`src/irq_pkg.sv`:
```
// irq_pkg: register map, field positions, reset values and vectors of the
// interrupt flag and vector logic.
// assumes an 8-bit register port with a 16-bit address space.
package irq_pkg;

   localparam int ADDR_W = 16;
   localparam int DATA_W = 8;
   localparam int NUM_KEYS = 4;

   // documented register
   localparam logic [15:0] INTERRUPT_FLAG_STATUS_ADDR = 16'h0009;
   // gathered control and status registers
   localparam logic [15:0] INT_CONTROL_ADDR = 16'h0008;
   localparam logic [15:0] KEY_ENABLE_ADDR = 16'h0040;
   localparam logic [15:0] SOURCE_ENABLE_ADDR = 16'h0041;
   localparam logic [15:0] EVENT_STATUS_ADDR = 16'h0042;
   localparam logic [15:0] EVENT_MASK_ADDR = 16'h0043;
   localparam logic [15:0] VECTOR_ADDR_HI = 16'h0044;
   localparam logic [15:0] VECTOR_ADDR_LO = 16'h0045;

   // flag status bit positions
   localparam int EXT_FLAG_BIT = 7;
   localparam int KEY_FLAG_BIT = 4;
   localparam int EXT_CLEAR_BIT = 3;
   localparam int KEY_CLEAR_BIT = 0;

   // control register bit positions
   localparam int EXT_ENABLE_BIT = 7;
   localparam int KEY_INT_ENABLE_BIT = 4;

   // source enable register bit positions
   localparam int PULSE_ENABLE_BIT = 0;
   localparam int SERIAL_ENABLE_BIT = 1;

   // event status bits: source pending seen on the flag/request side
   localparam int EV_EXT = 0;
   localparam int EV_KEY = 1;
   localparam int EV_PULSE = 2;
   localparam int EV_EVENT = 3;
   localparam int EV_SERIAL = 4;
   localparam int EV_TIME = 5;
   localparam int NUM_EVENTS = 6;

   localparam logic [7:0] REG_RESET = 8'h00;
   localparam logic [15:0] VEC_EXT = 16'h1FFA;
   localparam logic [15:0] VEC_KEY = 16'h1FF8;
   localparam logic [15:0] VEC_PULSE = 16'h1FF6;
   localparam logic [15:0] VEC_EVENT = 16'h1FF4;
   localparam logic [15:0] VEC_SERIAL = 16'h1FF2;
   localparam logic [15:0] VEC_TIME = 16'h1FF0;
   localparam logic [15:0] VEC_NONE = 16'h0000;

endpackage : irq_pkg

```
`src/fall_edge_flag.sv`:
```
// fall_edge_flag: one sticky flag set by a falling edge of a synchronous
// input, cleared by a one-cycle clear strobe.
// assumes the input is already synchronous to core_clk.
`timescale 1ns/100ps
module fall_edge_flag (
   input wire logic core_clk,
   input wire logic rst,
   input wire logic sense,
   input wire logic arm,
   input wire logic clear,
   output logic flag_q
);

   logic prev_q;
   logic fall;

   // previous level resets to the idle high, so a pin found low after reset counts as a fall
   assign fall = prev_q & ~sense & arm;

   always_ff @(posedge core_clk or posedge rst) begin
      if (rst) begin
         prev_q <= 1'b1;
      end else begin
         prev_q <= sense;
      end
   end

   // set beats clear so an edge during the clear write survives
   always_ff @(posedge core_clk or posedge rst) begin
      if (rst) begin
         flag_q <= 1'b0;
      end else if (fall) begin
         flag_q <= 1'b1;
      end else if (clear) begin
         flag_q <= 1'b0;
      end
   end

endmodule : fall_edge_flag

```
`src/irq_flag_vector.sv`:
```
// irq_flag_vector: interrupt flag status register, enables, request
// qualification by the cpu mask and fixed-priority vector selection.
// assumes pins and peripheral requests are synchronous to core_clk and the
// cpu core supplies its mask bit as a level.
`timescale 1ns/100ps

////////////////////////////////////////////////////////////////////////////////
// Functional notes
// - a falling edge on the external interrupt pin sets the external flag in bit 7.
// - the external interrupt is requested only with its enable and flag set and mask clear.
// - the external flag is read-only and writing one to bit 3 clears it, zero does nothing.
// - the external flag clear bit is write-only and reads as zero.
// - a falling edge on an enabled key wake-up input sets the key flag in bit 4.
// - the key interrupt is requested while its enable and its flag are both set.
// - writing one to bit 0 clears the key flag, zero does nothing, the flag is not writable.
// - the key flag clear bit is write-only and reads as zero.
// - bits 6:5 and 2:1 of the flag status register ignore writes and read zero.
// - reset clears both flags so the flag status register reads zero.
// - the pulse-width interrupt needs its enable and a clear mask and uses vector 1FF6.
// - the serial interrupt needs its enable and a clear mask and uses vector 1FF2.
// - the event counter interrupt needs a clear mask and uses vector 1FF4.
// - the time-base interrupt needs a clear mask and uses vector 1FF0.
// - the key wake-up interrupt needs a clear mask and uses vector 1FF8.
// - among pending sources the one with the highest vector address is served first.
module irq_flag_vector
   import irq_pkg::*;
#(
   parameter int KEYS = NUM_KEYS
) (
   input wire logic core_clk,
   input wire logic rst,
   input wire logic [ADDR_W-1:0] reg_addr,
   input wire logic [DATA_W-1:0] reg_wdata,
   input wire logic reg_wr,
   input wire logic reg_rd,
   output logic [DATA_W-1:0] reg_rdata,
   input wire logic ext_irq_pin,
   input wire logic [KEYS-1:0] key_wake_pin,
   input wire logic pulse_width_interrupt,
   input wire logic serial_interrupt,
   input wire logic event_count_interrupt,
   input wire logic time_base_interrupt,
   input wire logic cpu_int_mask,
   output logic cpu_irq,
   output logic [15:0] irq_vector,
   output logic irq_status_int
);

   ////////////////////////////////////////////////////////////////////////////
   // register state

   logic ext_int_enable_q;
   logic key_wake_int_enable_q;
   logic [KEYS-1:0] key_input_enable_q;
   logic pulse_width_int_enable_q;
   logic serial_int_enable_q;
   logic [NUM_EVENTS-1:0] event_status_q;
   logic [NUM_EVENTS-1:0] event_status_d;
   logic [NUM_EVENTS-1:0] event_mask_q;
   logic [15:0] irq_vector_q;
   logic [15:0] irq_vector_d;
   logic cpu_irq_q;
   logic irq_status_int_q;
   logic [DATA_W-1:0] reg_rdata_q;
   logic [DATA_W-1:0] reg_rdata_d;

   logic ext_irq_flag;
   logic key_wake_flag;
   logic [KEYS-1:0] key_latch;

   ////////////////////////////////////////////////////////////////////////////
   // address decode

   logic wr_status;
   logic wr_ctrl;
   logic wr_keyen;
   logic wr_srcen;
   logic wr_evstat;
   logic wr_evmask;

   assign wr_status = reg_wr && (reg_addr == INTERRUPT_FLAG_STATUS_ADDR);
   assign wr_ctrl = reg_wr && (reg_addr == INT_CONTROL_ADDR);
   assign wr_keyen = reg_wr && (reg_addr == KEY_ENABLE_ADDR);
   assign wr_srcen = reg_wr && (reg_addr == SOURCE_ENABLE_ADDR);
   assign wr_evstat = reg_wr && (reg_addr == EVENT_STATUS_ADDR);
   assign wr_evmask = reg_wr && (reg_addr == EVENT_MASK_ADDR);

   // clear strobes only; writes never set a flag
   logic ext_flag_clear;
   logic key_wake_flag_clear;

   assign ext_flag_clear = wr_status & reg_wdata[EXT_CLEAR_BIT];
   assign key_wake_flag_clear = wr_status & reg_wdata[KEY_CLEAR_BIT];

   ////////////////////////////////////////////////////////////////////////////
   // edge flags

   // external pin flag; arm is always on
   fall_edge_flag u_ext_flag (
      .core_clk(core_clk),
      .rst(rst),
      .sense(ext_irq_pin),
      .arm(1'b1),
      .clear(ext_flag_clear),
      .flag_q(ext_irq_flag)
   );

   // one latch per key input, all cleared together with the key flag
   genvar k;
   generate
      for (k = 0; k < KEYS; k++) begin : g_key
         fall_edge_flag u_key_flag (
            .core_clk(core_clk),
            .rst(rst),
            .sense(key_wake_pin[k]),
            .arm(key_input_enable_q[k]),
            .clear(key_wake_flag_clear),
            .flag_q(key_latch[k])
         );
      end
   endgenerate

   assign key_wake_flag = |key_latch;

   ////////////////////////////////////////////////////////////////////////////
   // request qualification

   logic req_ext;
   logic req_key;
   logic req_pulse;
   logic req_event;
   logic req_serial;
   logic req_time;
   logic unmasked;

   assign unmasked = ~cpu_int_mask;
   assign req_ext = ext_int_enable_q & ext_irq_flag & unmasked;
   // the key request exists regardless of the mask; the mask gates taking it
   assign req_key = key_wake_int_enable_q & key_wake_flag;
   assign req_pulse = pulse_width_int_enable_q & pulse_width_interrupt & unmasked;
   assign req_serial = serial_int_enable_q & serial_interrupt & unmasked;
   assign req_event = event_count_interrupt & unmasked;
   assign req_time = time_base_interrupt & unmasked;

   logic take_key;
   assign take_key = req_key & unmasked;

   ////////////////////////////////////////////////////////////////////////////
   // vector selection, highest vector address wins

   assign irq_vector_d = req_ext ? VEC_EXT :
                         take_key ? VEC_KEY :
                         req_pulse ? VEC_PULSE :
                         req_event ? VEC_EVENT :
                         req_serial ? VEC_SERIAL :
                         req_time ? VEC_TIME :
                         VEC_NONE;

   logic any_req;
   assign any_req = req_ext | take_key | req_pulse | req_event | req_serial | req_time;

   ////////////////////////////////////////////////////////////////////////////
   // sticky event status, write one to clear, set wins

   logic [NUM_EVENTS-1:0] ev_set;
   logic [NUM_EVENTS-1:0] ev_clr;

   assign ev_set = {req_time, req_serial, req_event, req_pulse, req_key, req_ext};
   assign ev_clr = wr_evstat ? reg_wdata[NUM_EVENTS-1:0] : '0;
   assign event_status_d = ev_set | (event_status_q & ~ev_clr);

   ////////////////////////////////////////////////////////////////////////////
   // read mux; write-only clear bits and unused bits read zero

   logic [DATA_W-1:0] status_view;

   always_comb begin
      status_view = REG_RESET;
      status_view[EXT_FLAG_BIT] = ext_irq_flag;
      status_view[KEY_FLAG_BIT] = key_wake_flag;
   end

   always_comb begin
      reg_rdata_d = REG_RESET;
      if (reg_rd) begin
         unique case (reg_addr)
            INTERRUPT_FLAG_STATUS_ADDR: begin
               reg_rdata_d = status_view;
            end
            INT_CONTROL_ADDR: begin
               reg_rdata_d[EXT_ENABLE_BIT] = ext_int_enable_q;
               reg_rdata_d[KEY_INT_ENABLE_BIT] = key_wake_int_enable_q;
            end
            KEY_ENABLE_ADDR: begin
               reg_rdata_d[KEYS-1:0] = key_input_enable_q;
            end
            SOURCE_ENABLE_ADDR: begin
               reg_rdata_d[PULSE_ENABLE_BIT] = pulse_width_int_enable_q;
               reg_rdata_d[SERIAL_ENABLE_BIT] = serial_int_enable_q;
            end
            EVENT_STATUS_ADDR: begin
               reg_rdata_d[NUM_EVENTS-1:0] = event_status_q;
            end
            EVENT_MASK_ADDR: begin
               reg_rdata_d[NUM_EVENTS-1:0] = event_mask_q;
            end
            VECTOR_ADDR_HI: begin
               reg_rdata_d = irq_vector_q[15:8];
            end
            VECTOR_ADDR_LO: begin
               reg_rdata_d = irq_vector_q[7:0];
            end
            default: begin
               reg_rdata_d = REG_RESET; // unmapped reads zero
            end
         endcase
      end
   end

   ////////////////////////////////////////////////////////////////////////////
   // control registers

   always_ff @(posedge core_clk or posedge rst) begin
      if (rst) begin
         ext_int_enable_q <= 1'b0;
         key_wake_int_enable_q <= 1'b0;
      end else if (wr_ctrl) begin
         ext_int_enable_q <= reg_wdata[EXT_ENABLE_BIT];
         key_wake_int_enable_q <= reg_wdata[KEY_INT_ENABLE_BIT];
      end
   end

   always_ff @(posedge core_clk or posedge rst) begin
      if (rst) begin
         key_input_enable_q <= '0;
      end else if (wr_keyen) begin
         key_input_enable_q <= reg_wdata[KEYS-1:0];
      end
   end

   always_ff @(posedge core_clk or posedge rst) begin
      if (rst) begin
         pulse_width_int_enable_q <= 1'b0;
         serial_int_enable_q <= 1'b0;
      end else if (wr_srcen) begin
         pulse_width_int_enable_q <= reg_wdata[PULSE_ENABLE_BIT];
         serial_int_enable_q <= reg_wdata[SERIAL_ENABLE_BIT];
      end
   end

   always_ff @(posedge core_clk or posedge rst) begin
      if (rst) begin
         event_mask_q <= '0;
      end else if (wr_evmask) begin
         event_mask_q <= reg_wdata[NUM_EVENTS-1:0];
      end
   end

   ////////////////////////////////////////////////////////////////////////////
   // outputs, all registered

   always_ff @(posedge core_clk or posedge rst) begin
      if (rst) begin
         event_status_q <= '0;
         irq_vector_q <= VEC_NONE;
         cpu_irq_q <= 1'b0;
         irq_status_int_q <= 1'b0;
         reg_rdata_q <= REG_RESET;
      end else begin
         event_status_q <= event_status_d;
         irq_vector_q <= irq_vector_d;
         cpu_irq_q <= any_req;
         irq_status_int_q <= |(event_status_d & event_mask_q);
         reg_rdata_q <= reg_rdata_d;
      end
   end

   assign reg_rdata = reg_rdata_q;
   assign irq_vector = irq_vector_q;
   assign cpu_irq = cpu_irq_q;
   assign irq_status_int = irq_status_int_q;

endmodule : irq_flag_vector

```
`config.mk`:
```
export PLATFORM = sky130hd
export DESIGN_NAME = irq_flag_vector
export DESIGN_NICKNAME = d
export VERILOG_FILES = /design/src/irq_pkg.sv /design/src/fall_edge_flag.sv /design/src/irq_flag_vector.sv
export SDC_FILE = /design/constraint.sdc
export NUM_CORES = 1
export LEC_CHECK = 0
export ABC_AREA = 1
export BUFFER_PORTS_ARGS = -buffer_cell sky130_fd_sc_hd__buf_2
export CELL_PAD_IN_SITES_DETAIL_PLACEMENT = 2
export CELL_PAD_IN_SITES_GLOBAL_PLACEMENT = 2
export CORE_ASPECT_RATIO = 0.9
export CORE_MARGIN = 2
export CORE_UTILIZATION = 29
export DETAILED_ROUTE_END_ITERATION = 10
export GPL_TIMING_DRIVEN = 0
export PLACE_DENSITY_LB_ADDON = 0.25
export SLEW_MARGIN = 20
export SYNTH_ARGS = -nofsm -noshare
export SYNTH_HDL_FRONTEND = slang
export SYNTH_SLANG_ARGS = --single-unit
```
`constraint.sdc`:
```
create_clock -name core_clk -period 1.43 [get_ports core_clk]
set_input_delay 0.2145 -clock core_clk [delete_from_list [all_inputs] [get_ports core_clk]]
set_output_delay 0.2145 -clock core_clk [all_outputs]
set_load 0.05 [all_outputs]
```
==> impl_results.md <==
* Post-synth EDFFs at 0
* CORE AREA at 7540 um^2
* Count leader, synth: nand2_1
* Clk sink count at 44
* CP Capture Type: output port
* Area delta synth->final at 28.0%
* CTS Buf Count at 5
* CP max FO at 11
* Power per cell area at 898 nW/um^2
* Final min period at 1.35 ns
* Arrival time worst endpoint at 1.14 ns
* H-tree depth at 2
* Fmax at 738 MHz
* Yosys cell types at 29
* Startpoint Class: register
* Final wirelength at 6770 um
* Number of iterations in the first detailed-routing pass at 4
* Post-route clock skew at 0.0133 ns
* Final Net Count at 385
* Largest cells by area after synthesis: dfrtp_1 (43%), nand2_1 (14%), dfstp_2 (5.8%)
* Rows at 30
* Max-cap viol count at 0
* Async S/R FF share, synth at 100%
* Max-slew violations at 0
* Port buffer count at 58
* CTS tree: yes
* Peak supply drop at 0.512 mV
* Total leakage power at 1.61 nW
* Sequential cell area at 1110 um^2
* WL/cell at 15.2 um
* Grt ovf at 0
* Root buffer cell: clkbuf_8
* Area of the multi-input gates at 948 um^2
* GPL Wtd Cong at 0.766
* Share of layout cells above drive strength 1 at 35.3%
* Status: complete, no violations
* Final setup violation count at 0
* Number of synthesized register bits at 44
* Synth area leader: dfrtp_1
* Drc violations at 0
* Worst Hold Depth at 1
* Post-Syn Area per Cell at 8.30 um^2
* Synth Instances at 271
* Post-detail-place hpwl at 5430 um
* Num ports at 64
* Routed vias at 2,029
* Critical path class: register to output port
* Seq/Total Area, Yosys at 49.2%
* CTS Buffer Depth at 2
* Starting Density at 29.8%
* Width of the chip at 96.8 um
* Total Power at 2.59 mW
* Die H at 87.5 um
* Post-layout util at 38.1%
* RSZ-0062 raised after global routing: no
* Initial antenna violation count at 0
* Critical path required time at 1.22 ns
* Worst min-delay path class: primary input to register
* Final hold viol count at 0
* Vias in the first global route at 2,151
* Skew-Pair Late Insertion Delay at 0.30 ns
* Die ar. at 8470 um^2
* Largest net degree at the start of global routing at 32
* First-pass GRT wire length at 11,100 um
* Share of the synthesized area in the top cell type at 43.4%
* Detail-routed via count per cell at 4.57
* DR iter-0 viols at 49
* Register-to-Register Path Depth at 5
* Reg clk slew, reported paths at 0.09 ns
* Mapped Area at 2250 um^2
* Commonest cells post-synth: nand2_1 (84), dfrtp_1 (39), inv_1 (24)
* GRT Total Usage at 16.6%
* Main flop type after synthesis: dfrtp_1
* Final period utilization at 94.7%
* Synth warn at 0
* Fill count at 900
* Ant diodes at 0
* Antenna viol nets, final at 0
## cell type report
type | count | share of cell area (%)
timing repair buffer | 66 | 13.0
sequential | 44 | 38.5
tap | 96 | 4.17
multi-input combinational | 187 | 33.0
clock buffer | 5 | 2.39
buffer | 14 | 3.48
inverter | 29 | 3.87
clock inverter | 3 | 1.65
## cells by family (layout without fill, tap and decap cells)
| kind of cell | count (synthesis) | after routing | synth area share (%) |
|---|---|---|---|
| and+or+nand+nor | 157 | 157 | 34.4 |
| DFF | 44 | 44 | 49.2 |
| buffers and inverters | 43 | 117 | 9.40 |
| AOI/OAI and AO/OA | 24 | 24 | 5.40 |
| muxes | 2 | 2 | 1.34 |
| other | 1 | 4 | 0.167 |
## per-layer routing
layer  vias to the layer above  share of wire, %  GRT usage (%)  routed length, um
met2                        39                49           30.0               3330
met4                         0              0.22           2.30                 15
met5                         -                 0              0                  0
met1                       999                47           21.4               3150
met3                         2               4.0           3.27                269
li1                        989                 -              -                  -
## worst max-delay path, cell delays in order, from the launching register on
cell	delay, ns
dfrtp_2	0.47
buf_4	0.13
buf_2	0.25
## placed cells by master, fill, tap and decap left out, types with 5 or more instances in the layout
master    instances
nand2_1          83
dfrtp_1          38
nor2_2            6
o21ai_1           5
nand3b_1          5
buf_2            60
buf_4            15
o21ai_0          14
nand2_2          10
clkbuf_8          5
inv_1            23
nand3_1          13
nand4_1           6
nor2_1           20
inv_2             5
dfstp_2           5
## timing repair
item	CTS	global route
hold endpoints to repair	13	2
gates resized for setup	0	2
endpoints found under the setup margin	0	16
hold buffers	2	2
setup buffers	0	3
## worst paths after layout
check,startpoint,endpoint,slack [ns]
max in group asynchronous,rst,u_ext_flag.prev_q$_DFF_PP1_,0.47
min,ext_irq_pin,u_ext_flag.prev_q$_DFF_PP1_,0.02
max,irq_vector[11]$_DFF_PP0_,irq_vector[12],0.08
min reg2reg,event_status_q[4]$_DFF_PP0_,event_status_q[4]$_DFF_PP0_,0.52
max reg2reg,g_key[1].u_key_flag.flag_q$_DFFE_PP0P_,cpu_irq$_DFF_PP0_,0.09
min in group asynchronous,rst,g_key[1].u_key_flag.flag_q$_DFFE_PP0P_,0.41
## per-stage QoR
stage               std cells  area, um^2  hold slack [ns]  TNS, ns  setup slack (ns)
floorplan                 274        2260            0.219        0            0.0992
global placement          428        2670            0.328   -21.24            -0.592
detailed placement        429        2690            0.186    -3.58            -0.266
CTS                       439        2830         0.000440        0            0.0261
global route              444        2880           0.0109        0           0.00404
finish                    444        2880           0.0211        0            0.0756
## power by group
| part | switching (mW) | internal [mW] |
|---|---|---|
| clock network | 0.449 | 0.527 |
| logic | 0.224 | 0.113 |
| registers | 0.00978 | 1.26 |
## state kept, by name, indices dropped and copies added (netlist names)
register                  count
reg_rdata                     8
event_mask_q                  6
event_status_q                6
g_key.u_key_flag.flag_q       4
g_key.u_key_flag.prev_q       4
irq_vector                    4
key_input_enable_q            4
cpu_irq                       1
ext_int_enable_q              1
irq_status_int                1
key_wake_int_enable_q         1
pulse_width_int_enable_q      1
serial_int_enable_q           1
u_ext_flag.flag_q             1
u_ext_flag.prev_q             1
(Power assumes the default switching activity.)
